`config.mk`:
```
export PLATFORM = sky130hd
export DESIGN_NAME = pfv_pwm_phase_freq_vin_limits
export DESIGN_NICKNAME = d
export VERILOG_FILES = /design/src/common/pfv_pkg.sv /design/src/core/pfv_sync.sv /design/src/core/pfv_smbus_engine.sv /design/src/core/pfv_pwm_phase_freq_vin_limits.sv
export SDC_FILE = /design/constraint.sdc
export NUM_CORES = 1
export LEC_CHECK = 0
export BUFFER_PORTS_ARGS = -buffer_cell sky130_fd_sc_hd__buf_2
export CORE_AREA = 2 2 215 217
export CTS_BUF_LIST = sky130_fd_sc_hd__clkbuf_16
export CTS_CLUSTER_DIAMETER = 50
export DETAILED_ROUTE_END_ITERATION = 10
export DIE_AREA = 0 0 217 219
export GPL_TIMING_DRIVEN = 0
export SETUP_SLACK_MARGIN = 0.4
export SLEW_MARGIN = 15
export SYNTH_ARGS = -nofsm -noshare
export SYNTH_HDL_FRONTEND = slang
export SYNTH_SLANG_ARGS = --single-unit
```
`constraint.sdc`:
```
create_clock -name clk_i -period 11.1 [get_ports clk_i]
set_clock_uncertainty 0.05 [all_clocks]
set_input_delay 0.555 -clock clk_i [delete_from_list [all_inputs] [get_ports clk_i]]
set_output_delay 0.555 -clock clk_i [all_outputs]
set_load 0.05 [all_outputs]
```
`src/common/pfv_pkg.sv`:
```
package pfv_pkg;

	// ----------------------------------------------------------------
	// Command codes and reset values
	// ----------------------------------------------------------------
	localparam logic [7:0] PFV_CMD_FREQ = 8'h33;
	localparam logic [7:0] PFV_CMD_CFG = 8'hF5;
	localparam int PFV_NUM_THR = 5;
	localparam int PFV_IDX_START = 0;
	localparam int PFV_IDX_STOP = 1;
	localparam int PFV_IDX_OV = 2;
	localparam int PFV_IDX_UV = 3;
	localparam int PFV_IDX_RFILT = 4;
	// Threshold word commands: start, stop, overvoltage, undervoltage, filter.
	localparam logic [7:0] PFV_THR_CMD [0:4] = '{8'h35, 8'h36, 8'h55, 8'h58, 8'hF7};
	localparam logic [15:0] PFV_THR_RST [0:4] = '{16'hCB40, 16'hCB00, 16'hE300, 16'hCB26,
		16'h12EE};
	localparam logic [15:0] PFV_FREQ_RST = 16'hFABC;
	localparam logic [15:0] PFV_FREQ_EXT = 16'h0000;
	localparam int PFV_NUM_FREQ = 15;
	localparam logic [15:0] PFV_FREQ_CODES [0:14] = '{16'h0000, 16'hEB20, 16'hFBE8, 16'hF258,
		16'hF2BC, 16'hF320, 16'hF384, 16'hF3E8, 16'hFA58, 16'hFABC, 16'hFB52, 16'hFBE8,
		16'h023F, 16'h028A, 16'h02EE};
	localparam logic [7:0] PFV_CFG_RST = 8'h10;

	// ----------------------------------------------------------------
	// Types
	// ----------------------------------------------------------------
	typedef enum logic [1:0] {
		PFV_GAIN_2X = 2'b00,
		PFV_GAIN_4X = 2'b01,
		PFV_GAIN_8X = 2'b10,
		PFV_GAIN_RSVD = 2'b11
	} pfv_gain_e;

	typedef struct packed {
		logic shared_fb;
		pfv_gain_e isense_gain;
		logic share_clk_en;
		logic rsvd;
		logic [2:0] phase_sel;
	} pfv_cfg_s;

	typedef struct packed {
		logic [8:0] ch0;
		logic [8:0] ch1;
	} pfv_phase_s;

	typedef struct packed {
		logic start;
		logic stop;
		logic rx_valid;
		logic tx_next;
		logic [7:0] data;
	} pfv_link_ev_s;

	typedef enum logic [2:0] {
		PFV_ST_IDLE = 3'b000,
		PFV_ST_ADDR = 3'b001,
		PFV_ST_WRITE = 3'b010,
		PFV_ST_ACK = 3'b011,
		PFV_ST_ACKHOLD = 3'b100,
		PFV_ST_READ = 3'b101,
		PFV_ST_RACK = 3'b110,
		PFV_ST_RACK2 = 3'b111
	} pfv_state_e;

	// ----------------------------------------------------------------
	// Helpers
	// ----------------------------------------------------------------
	// Phase offsets in degrees for both channels; unlisted codes fall back to 0/180.
	function automatic pfv_phase_s pfv_phase(input logic [2:0] sel);
		case (sel)
			3'h1: return '{9'd90, 9'd270};
			3'h2: return '{9'd0, 9'd240};
			3'h3: return '{9'd0, 9'd120};
			3'h4: return '{9'd120, 9'd240};
			3'h5: return '{9'd60, 9'd240};
			default: return '{9'd0, 9'd180};
		endcase
	endfunction

	// True when the frequency code is one of the listed settings.
	function automatic logic pfv_freq_ok(input logic [15:0] code);
		logic ok;
		ok = 1'b0;
		for (int i = 0; i < PFV_NUM_FREQ; i++) begin
			if (code == PFV_FREQ_CODES[i]) begin
				ok = 1'b1;
			end
		end
		return ok;
	endfunction

	// Expands a 5-bit exponent, 11-bit mantissa value to a common fixed-point scale.
	function automatic logic signed [47:0] pfv_l11_fx(input logic [15:0] v);
		logic signed [47:0] m;
		logic [4:0] sh;
		m = 48'(signed'(v[10:0]));
		sh = v[15:11] + 5'h10;
		return m <<< sh;
	endfunction

endpackage

```
`src/core/pfv_sync.sv`:
```
`timescale 1ns/1ps
`default_nettype none

// Two-stage synchroniser, one pair of flops per bit.
module pfv_sync #(
	parameter int W = 1
) (
	// Clock and reset.
	input wire logic clk_i,
	input wire logic reset_n_i,
	// Asynchronous inputs and their synchronised copies.
	input wire logic [W-1:0] d_i,
	output logic [W-1:0] q_o
);

	if (W < 1) begin : g_bad_width
		$error("pfv_sync: width must be at least one");
	end

	// ----------------------------------------------------------------
	// Per-bit stages
	// ----------------------------------------------------------------
	for (genvar b = 0; b < W; b++) begin : g_bit
		logic meta;
		// The first stage feeds only the second.
		always_ff @(posedge clk_i or negedge reset_n_i) begin
			if (!reset_n_i) begin
				meta <= 1'b0;
				q_o[b] <= 1'b0;
			end else begin
				meta <= d_i[b];
				q_o[b] <= meta;
			end
		end
	end

endmodule

`default_nettype wire

```
`src/core/pfv_smbus_engine.sv`:
```
`timescale 1ns/1ps
`default_nettype none

// Bit-level serial slave: start/stop detect, address match, byte shift, acknowledge.
module pfv_smbus_engine
	import pfv_pkg::*;
#(
	parameter logic [6:0] DEV_ADDR = 7'h40
) (
	// Clock and reset.
	input wire logic clk_i,
	input wire logic reset_n_i,
	// Synchronised link lines.
	input wire logic scl_i,
	input wire logic sda_i,
	// Byte-level side towards the command logic.
	input wire logic ack_i,
	input wire logic [7:0] tx_data_i,
	output pfv_link_ev_s ev_o,
	output logic sda_oe_n_o
);

	pfv_state_e state;
	logic scl_q;
	logic sda_q;
	logic is_addr;
	logic rw;
	logic [3:0] cnt;
	logic [7:0] shreg;
	logic [7:0] txsh;
	logic start_det;
	logic stop_det;
	logic rise;
	logic fall;
	logic [7:0] next_byte;

	// ----------------------------------------------------------------
	// Line events
	// ----------------------------------------------------------------
	// Start and stop are data edges while the clock line stays high.
	assign start_det = scl_i & scl_q & sda_q & ~sda_i;
	assign stop_det = scl_i & scl_q & ~sda_q & sda_i;
	assign rise = scl_i & ~scl_q;
	assign fall = ~scl_i & scl_q;
	assign next_byte = {shreg[6:0], sda_i};

	// ----------------------------------------------------------------
	// Transfer sequencer
	// ----------------------------------------------------------------
	// The data line only ever changes while the clock line is low.
	always_ff @(posedge clk_i or negedge reset_n_i) begin
		if (!reset_n_i) begin
			state <= PFV_ST_IDLE;
			scl_q <= 1'b1;
			sda_q <= 1'b1;
			is_addr <= 1'b0;
			rw <= 1'b0;
			cnt <= 4'h0;
			shreg <= 8'h00;
			txsh <= 8'hFF;
			ev_o <= '0;
			sda_oe_n_o <= 1'b1;
		end else begin
			scl_q <= scl_i;
			sda_q <= sda_i;
			ev_o.start <= start_det;
			ev_o.stop <= stop_det;
			ev_o.rx_valid <= 1'b0;
			ev_o.tx_next <= 1'b0;
			if (start_det) begin
				state <= PFV_ST_ADDR;
				cnt <= 4'h0;
				sda_oe_n_o <= 1'b1;
			end else if (stop_det) begin
				state <= PFV_ST_IDLE;
				sda_oe_n_o <= 1'b1;
			end else begin
				case (state)
					PFV_ST_ADDR, PFV_ST_WRITE: begin
						if (rise) begin
							shreg <= next_byte;
							cnt <= cnt + 4'h1;
							if (cnt == 4'h7) begin
								cnt <= 4'h0;
								is_addr <= (state == PFV_ST_ADDR);
								if (state == PFV_ST_WRITE) begin
									ev_o.rx_valid <= 1'b1;
									ev_o.data <= next_byte;
									state <= PFV_ST_ACK;
								end else if (next_byte[7:1] == DEV_ADDR) begin
									rw <= next_byte[0];
									state <= PFV_ST_ACK;
								end else begin
									state <= PFV_ST_IDLE;
								end
							end
						end
					end
					PFV_ST_ACK: begin
						if (fall) begin
							sda_oe_n_o <= is_addr ? 1'b0 : ~ack_i;
							ev_o.tx_next <= is_addr & rw;
							state <= PFV_ST_ACKHOLD;
						end
					end
					PFV_ST_ACKHOLD, PFV_ST_RACK2: begin
						if (fall) begin
							if (rw) begin
								sda_oe_n_o <= tx_data_i[7];
								txsh <= tx_data_i;
								cnt <= 4'h1;
								state <= PFV_ST_READ;
							end else begin
								sda_oe_n_o <= 1'b1;
								state <= PFV_ST_WRITE;
							end
						end
					end
					PFV_ST_READ: begin
						if (fall) begin
							if (cnt == 4'h8) begin
								sda_oe_n_o <= 1'b1;
								state <= PFV_ST_RACK;
							end else begin
								sda_oe_n_o <= txsh[6];
								txsh <= {txsh[6:0], 1'b0};
								cnt <= cnt + 4'h1;
							end
						end
					end
					PFV_ST_RACK: begin
						// A low bit from the host asks for one more byte.
						if (rise) begin
							if (!sda_i) begin
								ev_o.tx_next <= 1'b1;
								state <= PFV_ST_RACK2;
							end else begin
								state <= PFV_ST_IDLE;
							end
						end
					end
					default: begin
						state <= PFV_ST_IDLE;
					end
				endcase
			end
		end
	end

endmodule

`default_nettype wire

```
`src/core/pfv_pwm_phase_freq_vin_limits.sv`:
```
// Function
// - Configuration write accepted only with both channels off; else refuse and flag busy.
// - Configuration bit 7 routes channel 1 feedback from channel 0's node.
// - Configuration bits 6:5 choose input current sense gain 2x, 4x or 8x.
// - Bit 4 set pulls shared clock low while input is below its thresholds.
// - Configuration bits 2:0 pick the two channel phase offsets from the table.
// - Frequency word holds the listed codes; zero picks the external oscillator.
// - Frequency write accepted only when run low or both channels off.
// - A frequency change raises PLL-unlock until the loop locks again.
// - Input at or above the overvoltage level raises the overvoltage fault.
// - Undervoltage warning armed after start threshold and enable, then flags and alerts.
// - Conversion starts once input reaches the start threshold.
// - Conversion stops once input falls to the stop threshold.
// - Filter resistance word stored, zero meaning no filter fitted.
// - Threshold words use 5-bit exponent, 11-bit mantissa encoding.
// - Configuration byte at code F5, read/write, resets to 10h.
// - Frequency word at code 33, read/write, resets to FABCh.
`timescale 1ns/1ps
`default_nettype none

module pfv_pwm_phase_freq_vin_limits
	import pfv_pkg::*;
#(
	parameter logic [6:0] DEV_ADDR = 7'h40
) (
	// Clock and reset.
	input wire logic clk_i,
	input wire logic reset_n_i,
	// Serial link, data line is open drain.
	input wire logic scl_i,
	input wire logic sda_i,
	output logic sda_o,
	output logic sda_oe_n_o,
	// Channel state: run pins are asynchronous, commanded-on comes from local logic.
	input wire logic [1:0] run_i,
	input wire logic [1:0] ch_cmd_on_i,
	input wire logic pll_locked_i,
	// Input voltage telemetry from the converter.
	input wire logic [15:0] vin_adc_i,
	input wire logic vin_adc_valid_i,
	// Fault housekeeping.
	input wire logic clear_faults_i,
	input wire logic alert_mask_i,
	// Controller settings.
	output logic shared_feedback_select_o,
	output pfv_gain_e isense_gain_o,
	output logic [8:0] phase_ch0_deg_o,
	output logic [8:0] phase_ch1_deg_o,
	output logic [15:0] switching_frequency_o,
	output logic ext_osc_sel_o,
	output logic pll_unlock_o,
	// Shared clock line, open drain.
	output logic share_clk_o,
	output logic share_clk_oe_n_o,
	// Status.
	output logic conversion_enable_o,
	output logic vin_ov_fault_o,
	output logic vin_uv_warn_o,
	output logic status_input_o,
	output logic busy_fault_o,
	output logic alert_oe_n_o
);

	// ----------------------------------------------------------------
	// Declarations
	// ----------------------------------------------------------------
	logic scl_n_s;
	logic sda_n_s;
	logic [1:0] run_s;
	logic pll_locked_s;
	logic pll_locked_q;
	pfv_link_ev_s ev;
	logic ack;
	logic next_ack;
	logic [7:0] cmd;
	logic [1:0] byte_idx;
	logic [7:0] lo_byte;
	logic rd_idx;
	logic [7:0] tx_byte;
	pfv_cfg_s cfg;
	logic [15:0] freq;
	logic [15:0] thr [0:PFV_NUM_THR-1];
	logic [PFV_NUM_THR-1:0] thr_hit;
	logic [2:0] thr_sel;
	logic [15:0] rd_word;
	logic [15:0] freq_full;
	logic cfg_busy;
	logic freq_busy;
	logic data_byte;
	logic cfg_wr;
	logic freq_wr;
	logic freq_ok;
	logic refuse;
	logic signed [47:0] vin_fx;
	logic uv_armed;

	if (DEV_ADDR > 7'h77) begin : g_bad_addr
		$error("pfv_pwm_phase_freq_vin_limits: device address out of range");
	end

	// ----------------------------------------------------------------
	// Link front end
	// ----------------------------------------------------------------
	// Every pin from outside the clock domain passes two flops.
	// Link lines pass inverted, so the flops' reset level matches the idle-high bus.
	pfv_sync #(
		.W(5)
	) u_sync (
		.clk_i(clk_i),
		.reset_n_i(reset_n_i),
		.d_i({~scl_i, ~sda_i, run_i, pll_locked_i}),
		.q_o({scl_n_s, sda_n_s, run_s, pll_locked_s})
	);

	pfv_smbus_engine #(
		.DEV_ADDR(DEV_ADDR)
	) u_engine (
		.clk_i(clk_i),
		.reset_n_i(reset_n_i),
		.scl_i(~scl_n_s),
		.sda_i(~sda_n_s),
		.ack_i(ack),
		.tx_data_i(tx_byte),
		.ev_o(ev),
		.sda_oe_n_o(sda_oe_n_o)
	);

	// ----------------------------------------------------------------
	// Command decode
	// ----------------------------------------------------------------
	// Either running channel blocks the configuration byte.
	assign cfg_busy = |(run_s & ch_cmd_on_i);
	// Frequency needs run low or both channels commanded off.
	assign freq_busy = (|run_s) & (|ch_cmd_on_i);
	assign data_byte = ev.rx_valid & (byte_idx != 2'h0);
	assign freq_full = {ev.data, lo_byte};
	assign freq_ok = ~freq_busy & pfv_freq_ok(freq_full);
	assign cfg_wr = data_byte & (byte_idx == 2'h1) & (cmd == PFV_CMD_CFG) & ~cfg_busy;
	assign freq_wr = data_byte & (byte_idx == 2'h2) & (cmd == PFV_CMD_FREQ) & freq_ok;
	assign refuse = data_byte & (((cmd == PFV_CMD_CFG) & cfg_busy) |
		((cmd == PFV_CMD_FREQ) & freq_busy));

	// Matches the stored command against each threshold word.
	always_comb begin
		thr_sel = 3'h0;
		for (int i = 0; i < PFV_NUM_THR; i++) begin
			thr_hit[i] = (cmd == PFV_THR_CMD[i]);
			if (thr_hit[i]) begin
				thr_sel = 3'(i);
			end
		end
	end

	// Works out the acknowledge for the byte just received.
	always_comb begin
		next_ack = 1'b0;
		if (byte_idx == 2'h0) begin
			next_ack = (ev.data == PFV_CMD_CFG) | (ev.data == PFV_CMD_FREQ);
			for (int i = 0; i < PFV_NUM_THR; i++) begin
				if (ev.data == PFV_THR_CMD[i]) begin
					next_ack = 1'b1;
				end
			end
		end else if (byte_idx == 2'h1) begin
			if (cmd == PFV_CMD_CFG) begin
				next_ack = ~cfg_busy;
			end else if (cmd == PFV_CMD_FREQ) begin
				next_ack = ~freq_busy;
			end else begin
				next_ack = |thr_hit;
			end
		end else if (byte_idx == 2'h2) begin
			if (cmd == PFV_CMD_FREQ) begin
				next_ack = freq_ok;
			end else begin
				next_ack = (cmd != PFV_CMD_CFG) & (|thr_hit);
			end
		end
	end

	// Tracks command byte, byte position and acknowledge of each write.
	always_ff @(posedge clk_i or negedge reset_n_i) begin
		if (!reset_n_i) begin
			cmd <= 8'h00;
			byte_idx <= 2'h0;
			lo_byte <= 8'h00;
			ack <= 1'b0;
		end else if (ev.start) begin
			byte_idx <= 2'h0;
		end else if (ev.rx_valid) begin
			ack <= next_ack;
			if (byte_idx == 2'h0) begin
				cmd <= ev.data;
			end
			if (byte_idx == 2'h1) begin
				lo_byte <= ev.data;
			end
			if (byte_idx != 2'h3) begin
				byte_idx <= byte_idx + 2'h1;
			end
		end
	end

	// ----------------------------------------------------------------
	// Stored settings
	// ----------------------------------------------------------------
	// Configuration byte; a refused write keeps the old value.
	always_ff @(posedge clk_i or negedge reset_n_i) begin
		if (!reset_n_i) begin
			cfg <= PFV_CFG_RST;
		end else if (cfg_wr) begin
			cfg <= ev.data;
		end
	end

	// Frequency word, committed on its high byte.
	always_ff @(posedge clk_i or negedge reset_n_i) begin
		if (!reset_n_i) begin
			freq <= PFV_FREQ_RST;
		end else if (freq_wr) begin
			freq <= freq_full;
		end
	end

	// Threshold and filter words, low byte first.
	for (genvar g = 0; g < PFV_NUM_THR; g++) begin : g_thr
		always_ff @(posedge clk_i or negedge reset_n_i) begin
			if (!reset_n_i) begin
				thr[g] <= PFV_THR_RST[g];
			end else if (data_byte && byte_idx == 2'h2 && thr_hit[g]) begin
				thr[g] <= freq_full;
			end
		end
	end

	// ----------------------------------------------------------------
	// Read path
	// ----------------------------------------------------------------
	// Selects the word addressed by the last command byte.
	always_comb begin
		if (cmd == PFV_CMD_CFG) begin
			rd_word = {8'h00, cfg};
		end else if (cmd == PFV_CMD_FREQ) begin
			rd_word = freq;
		end else if (|thr_hit) begin
			rd_word = thr[thr_sel];
		end else begin
			rd_word = 16'h0000;
		end
	end

	// Loads the next byte to send; a repeated start restarts at the low byte.
	always_ff @(posedge clk_i or negedge reset_n_i) begin
		if (!reset_n_i) begin
			rd_idx <= 1'b0;
			tx_byte <= 8'hFF;
		end else if (ev.start) begin
			rd_idx <= 1'b0;
		end else if (ev.tx_next) begin
			tx_byte <= rd_idx ? rd_word[15:8] : rd_word[7:0];
			rd_idx <= 1'b1;
		end
	end

	// ----------------------------------------------------------------
	// Controller outputs
	// ----------------------------------------------------------------
	assign sda_o = 1'b0;
	assign share_clk_o = 1'b0;
	assign shared_feedback_select_o = cfg.shared_fb;
	assign isense_gain_o = cfg.isense_gain;
	assign switching_frequency_o = freq;

	// Decodes phase offsets and the external oscillator choice.
	always_ff @(posedge clk_i or negedge reset_n_i) begin
		if (!reset_n_i) begin
			phase_ch0_deg_o <= 9'h000;
			phase_ch1_deg_o <= 9'h0B4;
			ext_osc_sel_o <= 1'b0;
		end else begin
			phase_ch0_deg_o <= pfv_phase(cfg.phase_sel).ch0;
			phase_ch1_deg_o <= pfv_phase(cfg.phase_sel).ch1;
			ext_osc_sel_o <= (freq == PFV_FREQ_EXT);
		end
	end

	// Flags the loop as unlocked after a change until lock is seen again.
	always_ff @(posedge clk_i or negedge reset_n_i) begin
		if (!reset_n_i) begin
			pll_locked_q <= 1'b0;
			pll_unlock_o <= 1'b0;
		end else begin
			pll_locked_q <= pll_locked_s;
			if (freq_wr && freq_full != freq) begin
				pll_unlock_o <= 1'b1;
			end else if (pll_locked_s && !pll_locked_q) begin
				pll_unlock_o <= 1'b0;
			end
		end
	end

	// ----------------------------------------------------------------
	// Input voltage supervision
	// ----------------------------------------------------------------
	assign vin_fx = pfv_l11_fx(vin_adc_i);

	// Start/stop hysteresis on each new measurement.
	always_ff @(posedge clk_i or negedge reset_n_i) begin
		if (!reset_n_i) begin
			conversion_enable_o <= 1'b0;
		end else if (vin_adc_valid_i) begin
			if (vin_fx >= pfv_l11_fx(thr[PFV_IDX_START])) begin
				conversion_enable_o <= 1'b1;
			end else if (vin_fx <= pfv_l11_fx(thr[PFV_IDX_STOP])) begin
				conversion_enable_o <= 1'b0;
			end
		end
	end

	// Shared clock is held low while conversion is not allowed.
	always_ff @(posedge clk_i or negedge reset_n_i) begin
		if (!reset_n_i) begin
			share_clk_oe_n_o <= 1'b1;
		end else begin
			share_clk_oe_n_o <= ~(cfg.share_clk_en & ~conversion_enable_o);
		end
	end

	// Sticky faults and warnings; a new event wins over a clear.
	always_ff @(posedge clk_i or negedge reset_n_i) begin
		if (!reset_n_i) begin
			uv_armed <= 1'b0;
			vin_ov_fault_o <= 1'b0;
			vin_uv_warn_o <= 1'b0;
			busy_fault_o <= 1'b0;
		end else begin
			if (vin_adc_valid_i && (|ch_cmd_on_i) &&
				vin_fx > pfv_l11_fx(thr[PFV_IDX_START])) begin
				uv_armed <= 1'b1;
			end else if (!conversion_enable_o) begin
				uv_armed <= 1'b0;
			end
			if (vin_adc_valid_i && vin_fx >= pfv_l11_fx(thr[PFV_IDX_OV])) begin
				vin_ov_fault_o <= 1'b1;
			end else if (clear_faults_i) begin
				vin_ov_fault_o <= 1'b0;
			end
			if (vin_adc_valid_i && uv_armed && vin_fx < pfv_l11_fx(thr[PFV_IDX_UV])) begin
				vin_uv_warn_o <= 1'b1;
			end else if (clear_faults_i) begin
				vin_uv_warn_o <= 1'b0;
			end
			if (refuse) begin
				busy_fault_o <= 1'b1;
			end else if (clear_faults_i) begin
				busy_fault_o <= 1'b0;
			end
		end
	end

	// Status summary and alert line, alert pulled low unless masked.
	always_ff @(posedge clk_i or negedge reset_n_i) begin
		if (!reset_n_i) begin
			status_input_o <= 1'b0;
			alert_oe_n_o <= 1'b1;
		end else begin
			status_input_o <= vin_uv_warn_o | vin_ov_fault_o;
			alert_oe_n_o <= ~((vin_uv_warn_o | vin_ov_fault_o | busy_fault_o) &
				~alert_mask_i);
		end
	end

endmodule

`default_nettype wire

```
# Word level (Yosys, flattened, before mapping)
# Index checks and enable logic that the tools add are counted.
dict set report classes {
  n_reduce_logical 49
  bitwise 46
  n_addsub 7
  n_shift 5
  mux 103
  eq_ne 65
  order_cmp 6
}
# operator count
set ops {}
lappend ops {{<<< shifter 11 x 5 -> 48 bit} 5}
lappend ops {{equality test 16 bit (second input constant)} 10}
lappend ops {{>= comparator 48 bit} 2}
lappend ops {{two-way mux 16 bit} 5}
lappend ops {{one-hot mux 16 bit (5 select lines)} 1}
lappend ops {{two-way mux 1 bit} 53}
lappend ops {{binary-select mux 16 bit (select 3 bit)} 1}
lappend ops {{equality test 16 x 10 -> 1 bit (second input constant)} 3}
lappend ops {{equality test 8 x 6 -> 1 bit (second input constant)} 6}
lappend ops {{> comparator 48 bit} 1}
lappend ops {{<= comparator 48 bit} 1}
lappend ops {{less-than comparator 48 bit} 1}
lappend ops {{two-way mux 3 bit} 14}
lappend ops {{two-way mux 8 bit} 5}
lappend ops {{equality test 8 x 7 -> 1 bit (second input constant)} 4}
lappend ops {{equality test 8 bit (second input constant)} 4}
lappend ops {{logical NOT 16 bit} 2}
lappend ops {{two-way mux 4 bit} 8}
lappend ops {{two-way mux 7 bit} 4}
lappend ops {{inequality test 4 x 1 -> 1 bit (second input constant)} 7}
lappend ops {{AND reduction 7 bit} 4}
lappend ops {{adder 5 bit (second input constant)} 5}
lappend ops {{AND 1 bit} 23}
lappend ops {{two-way mux 10 bit} 2}
lappend ops {{40 further kinds} 110}
dict set report totals {
  register_bits 208
  out_inout_bits 49
  input_bits 28
  wordCells 334
}

# Longest topological paths before layout
dict set report depth {
  depth_word 20
  depth_mapped 17
}

# Cells and area by module
# From an unflattened synthesis, not the netlist that was laid out.
dict set report hier_totals {
  cells_unflattened 2013
  hier_area_um2 17996.0
}
# module cells_per_inst n_inst area_each_um2
set modules_own_cells {}
lappend modules_own_cells {pfv_pwm_phase_freq_vin_limits 1799 1 15687.5}
lappend modules_own_cells {pfv_smbus_engine 204 1 2058.2}
lappend modules_own_cells {pfv_sync 10 1 250.2}

# Worst setup path before layout
# OpenSTA, ideal clock, no wires.
dict set report synth_timing {
  path_type {input to register}
  start {input vin_adc_i[12]}
  end {register vin_uv_warn_o}
  setup_slack_ns 7.011
  arrival_ns 3.917
  setup_time_ns 0.122
  t_required_ns 10.928
  n_path_buf 2
  stages 14
  path_cell_list {clkbuf_1 > clkbuf_1 > mux2i_1 > mux2i_1 > mux2i_1 > a221oi_1 > ha_1 > a21o_1 > a21o_1 > a221oi_1 > nor2_1 > a211oi_1 > mux2_2 > a32o_1}
}
dict set report synth_between {
  elab_chain_cells 5
}
# element line_no
set synth_lines {}
lappend synth_lines {{start, declared} pfv_pwm_phase_freq_vin_limits.sv:39} ;# input wire logic [15:0] vin_adc_i,
lappend synth_lines {{adder 5 bit *} pfv_pkg.sv:100} ;# sh = v[15:11] + 5'h10;
lappend synth_lines {{<<< shifter 11 x 5 -> 48 bit *} pfv_pkg.sv:101} ;# return m <<< sh;
lappend synth_lines {{less-than comparator 48 bit *} pfv_pwm_phase_freq_vin_limits.sv:348} ;# if (vin_adc_valid_i && uv_armed && vin_fx < pfv_l11_fx(thr[PFV_IDX_UV])) begin
lappend synth_lines {{logical AND 1 bit *} pfv_pwm_phase_freq_vin_limits.sv:348}
lappend synth_lines {{two-way mux 1 bit or nonzero test 2 bit (tied branches)} --}
lappend synth_lines {{end signal, assigned} pfv_pwm_phase_freq_vin_limits.sv:334} ;# vin_uv_warn_o <= 1'b0;
lappend synth_lines {{end signal, assigned} pfv_pwm_phase_freq_vin_limits.sv:349} ;# vin_uv_warn_o <= 1'b1;
lappend synth_lines {{end signal, assigned} pfv_pwm_phase_freq_vin_limits.sv:351} ;# vin_uv_warn_o <= 1'b0;
lappend synth_lines {{end, declared} pfv_pwm_phase_freq_vin_limits.sv:58} ;# output logic vin_uv_warn_o,
# Every way passes the cells marked *; elsewhere a longest branch is shown, timed or not.
# A chain may end at the register's enable or synchronous reset.

# Worst setup path after layout
dict set report layout_timing {
  start {input vin_adc_i[12]}
  end {register uv_armed}
}
dict set report layout_between {
  elab_chain_cells 5
}
# element line_no
set layout_lines {}
lappend layout_lines {{adder 5 bit *} pfv_pkg.sv:100}
lappend layout_lines {{<<< shifter 11 x 5 -> 48 bit *} pfv_pkg.sv:101}
lappend layout_lines {{> comparator 48 bit *} pfv_pwm_phase_freq_vin_limits.sv:338} ;# vin_fx > pfv_l11_fx(thr[PFV_IDX_START])) begin
lappend layout_lines {{logical AND 1 bit *} pfv_pwm_phase_freq_vin_limits.sv:337} ;# if (vin_adc_valid_i && (|ch_cmd_on_i) &&
lappend layout_lines {{inequality test 2 x 1 -> 1 bit (no source line) or two-way mux 1 bit (tied branches)} --}
lappend layout_lines {{end signal, assigned} pfv_pwm_phase_freq_vin_limits.sv:332} ;# uv_armed <= 1'b0;
lappend layout_lines {{end signal, assigned} pfv_pwm_phase_freq_vin_limits.sv:339} ;# uv_armed <= 1'b1;
lappend layout_lines {{end signal, assigned} pfv_pwm_phase_freq_vin_limits.sv:341} ;# uv_armed <= 1'b0;
lappend layout_lines {{end, declared} pfv_pwm_phase_freq_vin_limits.sv:95} ;# logic uv_armed;
# Marks and branches as above.

==> flow_summary_export.csv <==
group,metric,value,unit
run_status,status,"finished clean",
route,route.detailed.drc,0,
logic_synthesis,synth-seq-cells,200,
cells_and_area,layout-drive-gt1-share,17.3,%
route,wirelength,65400,um
worst_setup_path,cp_max_fo,10,
power,power_density,103,nW/um2
worst_setup_path,path_class,"in2reg",
global_routing,grt_pass1_wl,99200,um
clocking,clkLatencyLatePin,460,ps
logic_synthesis,ys_warn_count,0,
timing,maxSlewViolCount,0,
floorplanning,dieArea,47500,um2
worst_hold_path,holdPathStages,1,
clocking,clk_pin_slew_worst_paths,80,ps
logic_synthesis,yosys.area_share.simple,17.1,%
logic_synthesis,synth_top_cell_by_area,"dfrtp_1",
route,ant_nets,0,
logic_synthesis,ys.flop_type,"dfrtp_1",
timing,period_share,48.4,%
timing,rsz0062_at_grt,"false",
clocking,cts.sinks,200,
timing,worst_slew_pin_slew,1280,ps
timing,hold-worst-slack,149,ps
timing,finalSetupViolations,0,
cells_and_area,final_util,43.7,%
worst_setup_path,reg2regPathDepth,15,
placed_design,gp_congestion,0.950,
worst_setup_path,cp_slowest_stage_delay,920,ps
global_routing,grt_max_degree,96,
logic_synthesis,yosys.area_share.adder,12.2,%
global_routing,antenna_found_initial,0,
floorplanning,io_pins,77,
global_routing,globalRoute.totalOverflow,0,
placed_design,pre_cts_ws,5360,ps
route,num_vias,16600,
cells_and_area,nFillCells,4479,
timing,postLayoutSetupSlackWorst,5730,ps
worst_setup_path,path_cells,"buf_2 -> clkbuf_1 -> clkbuf_1 -> nor2_1 -> o31ai_1 -> and2_1 -> a21oi_1 -> o2bb2ai_1 -> ha_1 -> nand4_1 -> nor3_1 -> nand3_1 -> or4_1 -> o21ai_0 -> a21oi_1 -> a22o_1",
run,cap_violations,0,
route,vias_per_cell,5.98,
clocking,tritoncts,"built",
floorplanning,die_y,219,um
logic_synthesis,synth_area_leaders,"dfrtp_1, ha_1, dfstp_2, mux2_2, mux2i_1",
logic_synthesis,muxShareOfSynthArea,17.5,%
clocking,cts_setup_buffers,0,
timing,timing.final.crit_period,5370,ps
clocking,cts-root-buf,"clkbuf_16",
clocking,cts_buffer_depth,2,
logic_synthesis,synth_top_area_share,18.6,%
cells_and_area,finalNonFillerCells,2772,
route,drt_first_pass_iters,5,
timing,timing.fmax,0.186,GHz
placed_design,dp_hpwl,51200,um
worst_hold_path,hp-class,"in2reg",
logic_synthesis,yosysSeqAreaShare,28.5,%
placed_design,dp_cells,2739,
power,p_leak,8.18,nW
logic_synthesis,synth_top_family_by_area,"compound AO/OA/AOI/OAI gates",
route,avgRoutedWirePerCell,23.6,um
logic_synthesis,synth_enable_flop_cells,0,
logic_synthesis,ys_types,83,
power,ir_drop,0.0806,mV
cells_and_area,fin_nets,2361,
worst_setup_path,slowest_stage,"o2bb2ai_1",
route,drtIter0Drc,1564,
floorplanning,initial_utilization,39.6,%
timing,hold_viol,0,
placed_design,dpl-instance-area,19200,um2
cells_and_area,antenna_cells,0,
cells_and_area,design_area,19700,um2
power,p_total,2.02,mW
worst_setup_path,worst_ep_required_time,11400,ps
logic_synthesis,synth_compound_area_share,19.5,%
worst_setup_path,worstSetupEndpointType,"flop",
floorplanning,fp-row-count,78,
logic_synthesis,synth-xor-area-share,0.932,%
logic_synthesis,netlist_area,17900,um2
logic_synthesis,avgSynthCellArea,8.70,um2
placed_design,place.port_buffers,66,
clocking,htreeDepth,4,
global_routing,grt_pass1_vias,15900,
logic_synthesis,async_flop_share,100,%
worst_setup_path,cp.arrival,5670,ps
floorplanning,die_w,217,um
global_routing,grt.total_usage,27.7,%
timing,slew_headroom,12.3,%
floorplanning,coreArea,45100,um2
clocking,cts_buffers,17,
logic_synthesis,syn_inst,2054,
timing,setup_tns,0,ps
cells_and_area,syn2layout_area_growth,10.3,%
worst_setup_path,cp-start-kind,"primary input",
-- repair_timing --
action,CTS,global route
gates resized for setup,0,0
hold buffers,1,0
endpoints found under the hold margin,25,0
-- kinds of logic after synthesis --
kind of cell,count (synthesis)
AND/OR/NAND/NOR,639
other,1
multiplexers,273
flip-flops,200
AO/OA/AOI/OAI,557
adder cells (fa/ha/maj),174
buffers and inverters,191
XOR/XNOR,19
-- state kept, by name, summed over array words and instances, names as in the netlist, 2 cells and up --
register / flops
phase_ch0_deg_o: 5
cfg: 5
isense_gain_o: 2
u_engine.cnt: 4
byte_idx: 2
u_engine.txsh: 7
u_engine.shreg: 7
u_sync.g_bit.meta: 5
thr: 80
u_engine.state: 3
lo_byte: 8
switching_frequency_o: 16
cmd: 8
u_sync.q_o: 5
phase_ch1_deg_o: 5
tx_byte: 8
u_engine.ev_o: 11
-- synthesized netlist by cell type, types with 9 or more instances --
cell,count
a22o_1,11
nand4_1,29
xor2_1,16
nand2_1,244
a211oi_1,16
o31ai_1,11
o21a_1,23
a21o_1,29
a31oi_1,12
mux2_2,130
nor4_1,16
o211ai_1,11
nor3_1,28
mux4_2,15
nand3_1,36
nand2b_1,33
inv_1,38
o21ai_0,170
clkbuf_1,119
dfrtp_1,133
or2_2,9
ha_1,174
dfstp_2,67
and2_1,14
mux2i_1,120
nor2b_1,29
a22oi_1,34
nor2_1,149
buf_4,12
a21oi_1,150
-- worst max-delay path, delay by kind of cell --
family,cells,cell delay [ps]
AOI/OAI and AO/OA,6,2310
and+or+nand+nor,6,1560
buffers and inverters,3,930
adders and majority gates,1,300
-- where the power goes --
part	switching (mW)	leakage, nW	internal [mW]
Sequential	0.0508	2.47	0.791
Combinational	0.372	5.43	0.206
Clock	0.309	0.272	0.292
Total	0.732	8.18	1.29
-- cell usage in the layout, fill, tap and decap left out, types with 12 or more instances in the layout --
master     instances
nand3_1           36
ha_1             174
mux4_2            15
a31oi_1           12
and2_1            14
a21oi_1          150
nor4_1            16
dfrtp_1          133
mux2_2           130
nand4_1           29
a211oi_1          16
inv_1             39
nand2b_1          33
dfstp_2           67
nor2b_1           29
o21ai_0          161
buf_2             69
buf_4             24
clkbuf_1         119
nand2_1          244
nor3_1            28
clkbuf_16         17
a21o_1            29
nor2_1           149
a22oi_1           34
xor2_1            16
o21a_1            23
mux2i_1          120
-- layer usage --
| metal | GRT usage [%] | vias up | share of wire [%] |
|---|---|---|---|
| li1 | - | 7754 | - |
| met1 | 37.6 | 8121 | 45 |
| met2 | 44.3 | 583 | 45 |
| met3 | 3.30 | 131 | 5.3 |
| met4 | 12.7 | 0 | 4.8 |
| met5 | 0 | - | 0 |
-- worst paths after layout --
check / startpoint / endpoint / slack, ps
min in group asynchronous: reset_n_i / u_sync.q_o[3] / 500
max: vin_adc_i[12] / uv_armed / 5730
min: pll_locked_i / u_sync.g_bit[0].meta / 150
max in group asynchronous: reset_n_i / alert_oe_n_o / 9350
max reg2reg: thr[75] / uv_armed / 6110
min reg2reg: u_sync.g_bit[3].meta / u_sync.q_o[3] / 310
-- cell type report --
type                            instances  area (um2)  area share [%]
Sequential cell                       200        5090            25.8
Tap cell                              600         751            3.81
Timing Repair Buffer                   81         495            2.51
Buffer                                145         609            3.09
Multi-Input combinational cell       1668       12000            61.1
Clock buffer                           17         425            2.16
Clock inverter                         15         118           0.597
Inverter                               46         173           0.876
(Power assumes the default switching activity.)
